`src/design/smc_defs.vh`:
```
`ifndef SMC_DEFS_VH
`define SMC_DEFS_VH

// Request address: 64 MB window shared by memory and I/O banks.
`define SMC_ADDR_W        26
`define SMC_IO_SPACE_BIT  25
`define SMC_MEM_BANK_BIT  24
`define SMC_IO_BANK_HI    15
`define SMC_IO_BANK_LO    14
`define SMC_IO_BANK_NONE  2'h3

// Bank index into the timing store: 0..1 memory, 2..4 I/O.
`define SMC_BANK_IDX_W    3
`define SMC_BANK_COUNT    5
`define SMC_IO_IDX_BASE   3'h2

// Bank setting word: {wide, setup, strobe, hold}; each phase lasts field+1 cycles.
`define SMC_CFG_W         13
`define SMC_CFG_WIDE_BIT  12
`define SMC_CFG_SETUP_HI  11
`define SMC_CFG_SETUP_LO  8
`define SMC_CFG_STRB_HI   7
`define SMC_CFG_STRB_LO   4
`define SMC_CFG_HOLD_HI   3
`define SMC_CFG_HOLD_LO   0
`define SMC_CFG_RST       13'h0fff

`endif

```
`src/design/smc_cfg_mem.v`:
```
`timescale 1ns/100ps
`include "smc_defs.vh"

// Per-bank width and timing store with a registered read port.
module smc_cfg_mem #(
   parameter DEPTH  = `SMC_BANK_COUNT,
   parameter WIDTH  = `SMC_CFG_W,
   parameter ADDR_W = `SMC_BANK_IDX_W
) (
   input  wire              sys_clk_i,
   input  wire              sys_rst_i,
   input  wire              ce_i,
   input  wire              wr_en_i,
   input  wire [ADDR_W-1:0] wr_addr_i,
   input  wire [WIDTH-1:0]  wr_data_i,
   input  wire [ADDR_W-1:0] rd_addr_i,
   output reg  [WIDTH-1:0]  rd_data_o
);
   reg     [WIDTH-1:0] mem [0:DEPTH-1];
   integer             i;

   always @(posedge sys_clk_i or posedge sys_rst_i) begin
      if (sys_rst_i) begin
         for (i = 0; i < DEPTH; i = i + 1) begin
            mem[i] <= `SMC_CFG_RST;
         end
         rd_data_o <= `SMC_CFG_RST;
      end else if (ce_i) begin
         if (wr_en_i) begin
            mem[wr_addr_i] <= wr_data_i;
         end
         rd_data_o <= mem[rd_addr_i];
      end
   end
endmodule

```
`src/design/smc_static_ctrl.v`:
```
// What this block does
// - Two memory banks each have a software-set 8 or 16 bit width and programmable setup, strobe and hold.
// - Three I/O banks each have a software-set 8 or 16 bit width and programmable setup, strobe and hold.
// - All five banks share one 64 MB request address window.
// - Memory banks shift the address by bank width so memory bit 0 and 1 always meet address lines 0 and 1.
// - A strap sampled at reset release sets the width of memory bank 0 so it can serve as boot bank.
// - The output enable pin is sampled at reset as watchdog polarity, 0 active high and 1 active low.
// - The shared output enable goes low to make the selected device drive read data.
// - Active-low byte write strobes write the addressed bytes.
// - The data bus is driven only during this block's own cycles, and an access never starts while the NAND side holds it.
// - A low external wait extends the strobe phase until it is released.
// - Only the addressed memory bank chip select goes low during its access.
// - Each I/O bank spans 16 KB and has its own active-low select.
// - The high strobe writes bits 15 to 8, the low strobe bits 7 to 0 or the whole 8-bit word.
`timescale 1ns/100ps
`include "smc_defs.vh"

module smc_static_ctrl #(
   parameter AW = `SMC_ADDR_W
) (
   input  wire                        sys_clk_i,
   input  wire                        sys_rst_i,
   input  wire                        ce_i,
   input  wire                        req_valid_i,
   input  wire                        req_write_i,
   input  wire                        req_half_i,
   input  wire [AW-1:0]               req_addr_i,
   input  wire [15:0]                 req_wdata_i,
   output reg                         req_ready_o,
   output reg                         resp_valid_o,
   output reg                         resp_error_o,
   output reg  [15:0]                 resp_rdata_o,
   input  wire                        cfg_write_i,
   input  wire [`SMC_BANK_IDX_W-1:0]  cfg_bank_i,
   input  wire [`SMC_CFG_W-1:0]       cfg_data_i,
   input  wire                        boot_wide_strap_i,
   input  wire                        nand_bus_busy_i,
   input  wire                        watchdog_reset_req_i,
   output reg                         watchdog_reset_out_o,
   output reg  [AW-1:0]               ext_addr_o,
   output reg  [1:0]                  memory_bank_select_n_o,
   output reg  [2:0]                  io_bank_select_n_o,
   input  wire                        static_output_enable_n_i,
   output reg                         static_output_enable_n_o,
   output reg                         static_output_enable_n_oe_o,
   output reg                         low_byte_write_strobe_n_o,
   output reg                         high_byte_write_strobe_n_o,
   input  wire                        external_wait_n_i,
   input  wire [15:0]                 static_data_bus_i,
   output reg  [15:0]                 static_data_bus_o,
   output reg                         static_data_bus_oe_o
);
   localparam [2:0] ST_IDLE   = 3'h0;
   localparam [2:0] ST_LOAD   = 3'h1;
   localparam [2:0] ST_SETUP  = 3'h2;
   localparam [2:0] ST_STROBE = 3'h3;
   localparam [2:0] ST_HOLD   = 3'h4;

   reg  [2:0]                  state;
   reg  [3:0]                  cnt;
   reg  [`SMC_BANK_IDX_W-1:0]  bank;
   reg                         is_io;
   reg                         wr;
   reg                         half;
   reg                         wide;
   reg                         beat;
   reg  [AW-1:0]               addr;
   reg  [15:0]                 wdata;
   reg  [3:0]                  strobe_len;
   reg  [3:0]                  hold_len;
   reg                         strap_done;
   reg                         wdt_active_low;
   reg                         boot_wide;
   reg                         bank0_written;
   wire [`SMC_CFG_W-1:0]       cfg_q;
   wire                        cfg_wide;
   wire [1:0]                  io_field;
   wire                        req_unmapped;
   wire [`SMC_BANK_IDX_W-1:0]  req_bank;
   wire [`SMC_BANK_IDX_W-1:0]  cfg_rd_bank;

   assign io_field = req_addr_i[`SMC_IO_BANK_HI:`SMC_IO_BANK_LO];
   assign req_unmapped = req_addr_i[`SMC_IO_SPACE_BIT] && io_field == `SMC_IO_BANK_NONE;
   assign req_bank     = req_addr_i[`SMC_IO_SPACE_BIT] ? `SMC_IO_IDX_BASE + {1'b0, io_field}
                                                       : {2'h0, req_addr_i[`SMC_MEM_BANK_BIT]};
   // The setting store answers one edge late, so while idle it is already addressed with the requested bank.
   assign cfg_rd_bank  = (state == ST_IDLE && !req_unmapped) ? req_bank : bank;
   // Until software sets bank 0, its width follows the boot strap.
   assign cfg_wide = (bank == 3'h0 && !bank0_written) ? boot_wide : cfg_q[`SMC_CFG_WIDE_BIT];

   smc_cfg_mem u_cfg (
      .sys_clk_i (sys_clk_i),
      .sys_rst_i (sys_rst_i),
      .ce_i      (ce_i),
      .wr_en_i   (cfg_write_i),
      .wr_addr_i (cfg_bank_i),
      .wr_data_i (cfg_data_i),
      .rd_addr_i (cfg_rd_bank),
      .rd_data_o (cfg_q)
   );

   // Pin address for one beat.
   function [AW-1:0] pin_addr;
      input [AW-1:0] a;
      input          io;
      input          w;
      input          b;
      begin
         if (io) begin
            pin_addr = {a[AW-1:1], a[0] | b};
         end else if (w) begin
            pin_addr = {1'b0, a[AW-1:1]};
         end else begin
            pin_addr = {a[AW-1:1], a[0] | b};
         end
      end
   endfunction

   // Bus data for one write beat; an 8-bit device sees its byte on the low lane.
   function [15:0] beat_data;
      input [15:0] d;
      input        h;
      input        w;
      input        b;
      begin
         if (w && h) begin
            beat_data = d;
         end else if (w) begin
            beat_data = {d[7:0], d[7:0]};
         end else begin
            beat_data = {8'h00, b ? d[15:8] : d[7:0]};
         end
      end
   endfunction

   always @(posedge sys_clk_i or posedge sys_rst_i) begin
      if (sys_rst_i) begin
         state                       <= ST_IDLE;
         cnt                         <= 4'h0;
         bank                        <= 3'h0;
         is_io                       <= 1'b0;
         wr                          <= 1'b0;
         half                        <= 1'b0;
         wide                        <= 1'b0;
         beat                        <= 1'b0;
         addr                        <= {AW{1'b0}};
         wdata                       <= 16'h0000;
         strobe_len                  <= 4'h0;
         hold_len                    <= 4'h0;
         strap_done                  <= 1'b0;
         wdt_active_low              <= 1'b0;
         boot_wide                   <= 1'b0;
         bank0_written               <= 1'b0;
         req_ready_o                 <= 1'b0;
         resp_valid_o                <= 1'b0;
         resp_error_o                <= 1'b0;
         resp_rdata_o                <= 16'h0000;
         watchdog_reset_out_o        <= 1'b0;
         ext_addr_o                  <= {AW{1'b0}};
         memory_bank_select_n_o      <= 2'h3;
         io_bank_select_n_o          <= 3'h7;
         static_output_enable_n_o    <= 1'b1;
         static_output_enable_n_oe_o <= 1'b0;
         low_byte_write_strobe_n_o   <= 1'b1;
         high_byte_write_strobe_n_o  <= 1'b1;
         static_data_bus_o           <= 16'h0000;
         static_data_bus_oe_o        <= 1'b0;
      end else if (ce_i) begin
         // The enable pin floats through reset so its pull-down or a board strap can be read.
         if (!strap_done) begin
            wdt_active_low              <= static_output_enable_n_i;
            boot_wide                   <= boot_wide_strap_i;
            strap_done                  <= 1'b1;
            static_output_enable_n_oe_o <= 1'b1;
            req_ready_o                 <= 1'b1;
         end
         watchdog_reset_out_o <= watchdog_reset_req_i ^ wdt_active_low;
         if (cfg_write_i && cfg_bank_i == 3'h0) begin
            bank0_written <= 1'b1;
         end
         resp_valid_o <= 1'b0;
         case (state)
            ST_IDLE: begin
               // Hold off while the NAND side owns the shared bus.
               if (strap_done && req_ready_o && req_valid_i && !nand_bus_busy_i) begin
                  is_io <= req_addr_i[`SMC_IO_SPACE_BIT];
                  wr    <= req_write_i;
                  half  <= req_half_i;
                  addr  <= req_addr_i;
                  wdata <= req_wdata_i;
                  beat  <= 1'b0;
                  if (req_unmapped) begin
                     resp_valid_o <= 1'b1;
                     resp_error_o <= 1'b1;
                     resp_rdata_o <= 16'h0000;
                  end else begin
                     bank        <= req_bank;
                     req_ready_o <= 1'b0;
                     state       <= ST_LOAD;
                  end
               end
            end
            ST_LOAD: begin
               wide       <= cfg_wide;
               strobe_len <= cfg_q[`SMC_CFG_STRB_HI:`SMC_CFG_STRB_LO];
               hold_len   <= cfg_q[`SMC_CFG_HOLD_HI:`SMC_CFG_HOLD_LO];
               cnt        <= cfg_q[`SMC_CFG_SETUP_HI:`SMC_CFG_SETUP_LO];
               ext_addr_o <= pin_addr(addr, is_io, cfg_wide, beat);
               if (is_io) begin
                  io_bank_select_n_o <= ~(3'h1 << (bank - `SMC_IO_IDX_BASE));
               end else begin
                  memory_bank_select_n_o <= ~(2'h1 << bank[0]);
               end
               static_data_bus_o    <= beat_data(wdata, half, cfg_wide, beat);
               static_data_bus_oe_o <= wr;
               state                <= ST_SETUP;
            end
            ST_SETUP: begin
               if (cnt == 4'h0) begin
                  cnt <= strobe_len;
                  if (wr) begin
                     if (!wide) begin
                        low_byte_write_strobe_n_o <= 1'b0;
                     end else begin
                        low_byte_write_strobe_n_o  <= ~(half | ~addr[0]);
                        high_byte_write_strobe_n_o <= ~(half | addr[0]);
                     end
                  end else begin
                     static_output_enable_n_o <= 1'b0;
                  end
                  state <= ST_STROBE;
               end else begin
                  cnt <= cnt - 4'h1;
               end
            end
            ST_STROBE: begin
               if (cnt != 4'h0) begin
                  cnt <= cnt - 4'h1;
               end else if (external_wait_n_i) begin
                  static_output_enable_n_o   <= 1'b1;
                  low_byte_write_strobe_n_o  <= 1'b1;
                  high_byte_write_strobe_n_o <= 1'b1;
                  if (!wr) begin
                     if (wide && half) begin
                        resp_rdata_o <= static_data_bus_i;
                     end else if (wide) begin
                        resp_rdata_o <= {8'h00, addr[0] ? static_data_bus_i[15:8] : static_data_bus_i[7:0]};
                     end else if (beat) begin
                        resp_rdata_o[15:8] <= static_data_bus_i[7:0];
                     end else begin
                        resp_rdata_o <= {8'h00, static_data_bus_i[7:0]};
                     end
                  end
                  cnt   <= hold_len;
                  state <= ST_HOLD;
               end
            end
            ST_HOLD: begin
               if (cnt != 4'h0) begin
                  cnt <= cnt - 4'h1;
               end else if (half && !wide && !beat) begin
                  // Second byte of a halfword; the chip select stays low across both beats.
                  beat              <= 1'b1;
                  ext_addr_o        <= pin_addr(addr, is_io, wide, 1'b1);
                  static_data_bus_o <= beat_data(wdata, half, wide, 1'b1);
                  state             <= ST_LOAD;
               end else begin
                  memory_bank_select_n_o <= 2'h3;
                  io_bank_select_n_o     <= 3'h7;
                  static_data_bus_oe_o   <= 1'b0;
                  resp_valid_o           <= 1'b1;
                  resp_error_o           <= 1'b0;
                  req_ready_o            <= 1'b1;
                  state                  <= ST_IDLE;
               end
            end
            default: begin
               state <= ST_IDLE;
            end
         endcase
      end
   end
endmodule

```
`config.mk`:
```
export PLATFORM = sky130hd
export DESIGN_NAME = smc_static_ctrl
export DESIGN_NICKNAME = d
export VERILOG_FILES = /design/src/design/smc_cfg_mem.v /design/src/design/smc_static_ctrl.v
export VERILOG_INCLUDE_DIRS = /design/src /design/src/design
export SDC_FILE = /design/constraint.sdc
export NUM_CORES = 1
export LEC_CHECK = 0
export BUFFER_PORTS_ARGS = -buffer_cell sky130_fd_sc_hd__buf_2
export CORE_MARGIN = 4
export CORE_UTILIZATION = 60
export CTS_BUF_LIST = sky130_fd_sc_hd__clkbuf_8
export DETAILED_ROUTE_END_ITERATION = 8
export PLACE_DENSITY_LB_ADDON = 0.15
export SETUP_SLACK_MARGIN = 0.15
export SLEW_MARGIN = 0
export SYNTH_ARGS = -nofsm -noshare
export SYNTH_HDL_FRONTEND = slang
export SYNTH_SLANG_ARGS = --single-unit
```
`constraint.sdc`:
```
create_clock -name sys_clk_i -period 9.1 [get_ports sys_clk_i]
set_input_delay 0.455 -clock sys_clk_i [delete_from_list [all_inputs] [get_ports sys_clk_i]]
set_output_delay 0.455 -clock sys_clk_i [all_outputs]
set_load 0.05 [all_outputs]
```
==> results by stage <==
Power and ir drop:
- Power spread over the standard cell area amounts to roughly 330 nW/um2.
- The analysis attributes to cell leakage a power of 5.639 nW.
- The design draws between 3 and 4 mW.
- VDD sags by at most approximately 0.00016 V.

STA:
- The final critical-path required period is just over 3 ns.
- Based on the critical path, the design can be clocked at up to approximately 330 MHz.
- The count of endpoints failing setup in the final report is 0.
- The post-route clock period utilization is 33.39%.
- The number of max-slew violations in the final report was 0.
- Headroom to the max-slew limit came out at between 20% and 30%.
- The total negative slack is 0 ns.
- At the pin with the least slew margin, the transition time is 1.132 ns.
- For the final database, setup skew stands at between 0.015 and 0.02 ns.
- The number of failing hold endpoints at the final stage is 0.
- Setup repair after global routing left no endpoint under its margin.
- The post-route worst hold slack is between 0.1 and 0.15 ns.

Clock tree:
- The number of buffers added by the clock tree synthesis step is 37.
- The tree is rooted in a sky130_fd_sc_hd__clkbuf_8.
- The H-tree was split into 2 levels.
- For the worst-skew pair, the clock arrives at the later sink with an insertion delay of 0.52 ns.
- For this design, the sink count on the clock tree is approximately 220.
- Gates resized during post-CTS repair numbered 0.
- Clock-pin slew was measured on the worst setup and hold paths at about 0.06 ns.
- TritonCTS built the clock tree.
- Hold repair after CTS inserted 0 buffers.
- The number of setup buffers added after CTS is 0.
- The clock passes through at most 3 buffers.

Synthesis:
- The number of enable flip-flop cells after synthesis is 0.
- The post-synth net total is 1015.
- The cell area after synthesis is around 10000 um2.
- For this run, asynchronously set or reset flops after synthesis account for 100.0%.
- After synthesis, the netlist uses 66 different library cells.
- The average footprint of a synthesized cell is 10.86 um2.
- After technology mapping, the gate count stands at 927.
- The number of storage elements in the synthesis netlist is between 200 and 250.
- Summing the sequential cell areas from Yosys gives between 50% and 60% of the chip area.
- The number of synthesis warnings is 0.
- In the synthesized netlist the dominant register cell turns out to be sky130_fd_sc_hd__dfrtp_1.

Floorplanning:
- The number of placement rows is 47.
- The initial utilization of the core area, before any placement, comes to roughly 61%.
- The die extent in y is between 100 and 150 um.
- Pin placement for this block handled approximately 160 I/O pins.
- The die outline width is approximately 140 um.
- The area of the placeable core is 16520 um2.
- The full die area is 18910 um2.

Worst setup path:
- The standard cell with the maximum stage delay on the critical path is sky130_fd_sc_hd__dfrtp_1.
- The top fanout value on the critical path is 24.
- The cell repeated most along the worst path is sky130_fd_sc_hd__nor2b_1.
- STA classifies the critical path endpoint as a flop.
- The sort of element at the start of the critical path is a flop.
- The classification of the worst setup path is flop to flop.
- The critical path goes through nor2b_1, nand2_1, o221a_2, nor2b_1, mux2_1.
- The required time at the worst-slack endpoint is roughly 9.5 ns.
- The peak per-stage delay on the critical path is just under 0.8 ns.
- The endpoint arrival time on the critical path is 3.43 ns.
- The setup slack of the most critical reg-to-reg path is between 6 and 7 ns.

Global routing:
- The overall global routing resource usage is roughly a quarter.
- Entering global routing, the biggest net connects 145 pins.
- The via count of the first global-routing pass is about 7300.
- The initial antenna violation count is 0.
- The total overflow left after global routing is 0.
- The global-route wire length before repair is 37.18 mm.

Placement:
- Port buffering added 157 buffers.
- Routability-driven placement finished with a final weighted congestion of slightly below 0.9.
- Counting tap cells, the placed design contains a total of 1258 instances.
- The wire-length estimate of the detail-placed layout is 15.10 mm.

Cells and area:
- Summing all multi-input logic gate instances after layout gives 4222 um2.
- For this run, the post-layout net count is ~1200.
- In the final layout, the share of cells above drive strength 1 is 36.98%.
- The filler-free cell count of the finished design is 1326.
- The number of antenna diodes in the final layout is 0.
- Fill cells in the final layout number about 1300.
- The area occupied by registers is ~5600 um2.
- Relative to the synthesized area, the layout overhead comes to 16.19%.

Run status:
- The flow ran to the end, and the final reports show no timing, DRC or antenna violations.

Drt:
- The first TritonRoute pass finished after 4 iterations.
- The remaining antenna violation count is 0.
- After detailed routing, the average wire length per cell comes to between 15 and 20 um.
- The per-cell via count in the routed design is approximately 5.6.
- The DRC violation count after routing is 0.
- For this block, the routed nets add up to 23.06 mm of wire.
- After the first detailed-routing iteration, the DRC count stood at roughly 340.
- The via count is 7412.

Flow run:
- Max-cap violations in this run came to 0.

Worst hold path:
- The tightest min-delay check is of the primary input to asynchronous set/reset pin type.
==> final timing paths <==
check	from	endpoint	cells past startpoint
min reg2reg	static_output_enable_n_oe_o	static_output_enable_n_oe_o	1
max in group asynchronous	sys_rst_i	wdata[9]	3
min in group sys_clk_i	req_addr_i[19]	addr[19]	3
max	state[2]	resp_rdata_o[0]	5
min	sys_rst_i	static_output_enable_n_oe_o	2
max reg2reg	state[2]	resp_rdata_o[0]	5
==> placed cells by master (no fill, tap or decap), drive strengths merged, types with 9 or more instances in the layout <==
| cell | count |
|---|---|
| dfrtp | 138 |
| nand2 | 176 |
| nor2 | 83 |
| nand2b | 9 |
| dfstp | 80 |
| clkbuf | 45 |
| o31ai | 9 |
| a21oi | 75 |
| a211o | 14 |
| inv | 34 |
| nor3 | 10 |
| buf | 166 |
| mux2i | 55 |
| mux2 | 91 |
| o21ai | 22 |
| o2bb2ai | 13 |
| a22oi | 11 |
==> power breakdown <==
group | internal (mW) | switching (mW) | total [mW]
Sequential | 1.32 | 0.208 | 1.53
Clock | 0.474 | 0.375 | 0.849
Combinational | 0.469 | 1.00 | 1.47
==> registers in the layout, summed over array words and instances, names as in the netlist, 2 cells and up <==
register                cells
u_cfg.mem                  65
ext_addr_o                 26
addr                       25
resp_rdata_o               16
static_data_bus_o          16
wdata                      16
u_cfg.rd_data_o            13
cnt                         4
hold_len                    4
strobe_len                  4
bank                        3
io_bank_select_n_o          3
state                       3
memory_bank_select_n_o      2
==> metrics by stage <==
step                area (um2)  util [%]  worst slack [ns]
floorplan                10070         -             2.813
global placement         10960     66.34             6.186
detailed placement       10960     66.34             6.117
CTS                      11700     70.79             6.093
global route             11700     70.79             5.791
finish                   11700     70.79             6.061
==> layout make-up <==
cell class                 instances  area share, %
clock buffer                      45          5.295
sequential                       218          47.49
multi-input combinational        641          36.09
tap                              220          2.353
timing repair buffer             166          7.295
inverter                          13         0.4813
clock inverter                    23         0.9948
==> cell usage after synthesis (2+ instances only) <==
library cell	number	area, um2
sky130_fd_sc_hd__a31o_2	2	17.52
sky130_fd_sc_hd__mux2_1	8	90.09
sky130_fd_sc_hd__nand2_1	176	660.6
sky130_fd_sc_hd__dfstp_2	80	2102
sky130_fd_sc_hd__inv_1	12	45.04
sky130_fd_sc_hd__nor4_1	2	12.51
sky130_fd_sc_hd__nand3b_1	3	22.52
sky130_fd_sc_hd__o22a_1	2	17.52
sky130_fd_sc_hd__nor3b_1	2	15.01
sky130_fd_sc_hd__o31a_1	2	17.52
sky130_fd_sc_hd__buf_6	3	33.78
sky130_fd_sc_hd__o22ai_1	5	31.28
sky130_fd_sc_hd__a211o_1	13	113.9
sky130_fd_sc_hd__nor2b_1	5	31.28
sky130_fd_sc_hd__a22oi_1	11	82.58
sky130_fd_sc_hd__a21oi_2	8	70.07
sky130_fd_sc_hd__nor4_2	2	25.02
sky130_fd_sc_hd__nor3_1	8	40.04
sky130_fd_sc_hd__o21ai_0	21	105.1
sky130_fd_sc_hd__buf_1	3	11.26
sky130_fd_sc_hd__o31ai_1	9	67.56
sky130_fd_sc_hd__buf_2	23	115.1
sky130_fd_sc_hd__nand2b_1	9	56.30
sky130_fd_sc_hd__nand3_1	5	25.02
sky130_fd_sc_hd__clkbuf_1	19	71.32
sky130_fd_sc_hd__a22o_1	5	43.79
sky130_fd_sc_hd__and3_1	5	31.28
sky130_fd_sc_hd__or2_2	3	18.77
sky130_fd_sc_hd__o211ai_1	3	22.52
sky130_fd_sc_hd__a21oi_1	67	335.3
sky130_fd_sc_hd__nor2_1	82	307.8
sky130_fd_sc_hd__ha_1	2	25.02
sky130_fd_sc_hd__a31oi_1	3	18.77
sky130_fd_sc_hd__dfrtp_1	138	3453
sky130_fd_sc_hd__buf_4	7	52.55
sky130_fd_sc_hd__mux2_2	83	934.7
sky130_fd_sc_hd__o2bb2ai_1	13	113.9
sky130_fd_sc_hd__mux2i_1	55	550.5
==> cell families (layout without fill, tap and decap cells) <==
| family | Yosys count | count (layout) | synth area share (%) |
|---|---|---|---|
| xor+xnor | 2 | 2 | 0.1740 |
| simple gates | 313 | 313 | 13.49 |
| compound gates | 178 | 178 | 11.96 |
| fa+ha+maj | 2 | 2 | 0.2485 |
| mux | 146 | 146 | 15.65 |
| buf+inv | 68 | 247 | 3.306 |
| flops | 218 | 218 | 55.18 |
==> metal layers <==
layer | vias up | GRT usage (%) | part of all wire (%)
li1 | 3534 | - | -
met1 | 3614 | 35.30 | 45
met2 | 221 | 39.32 | 47
met3 | 43 | 3.616 | 5.6
met4 | 0 | 8.370 | 2.2
met5 | - | 0 | 0
==> critical path: cells and delay by family, from the launching register on <==
family / cells / cell delay, ns
AO/OA/AOI/OAI: 1 / 0.46
flip-flops: 1 / 0.79
multiplexers: 1 / 0.38
AND/OR/NAND/NOR: 3 / 1.27
(Power assumes the default switching activity.)
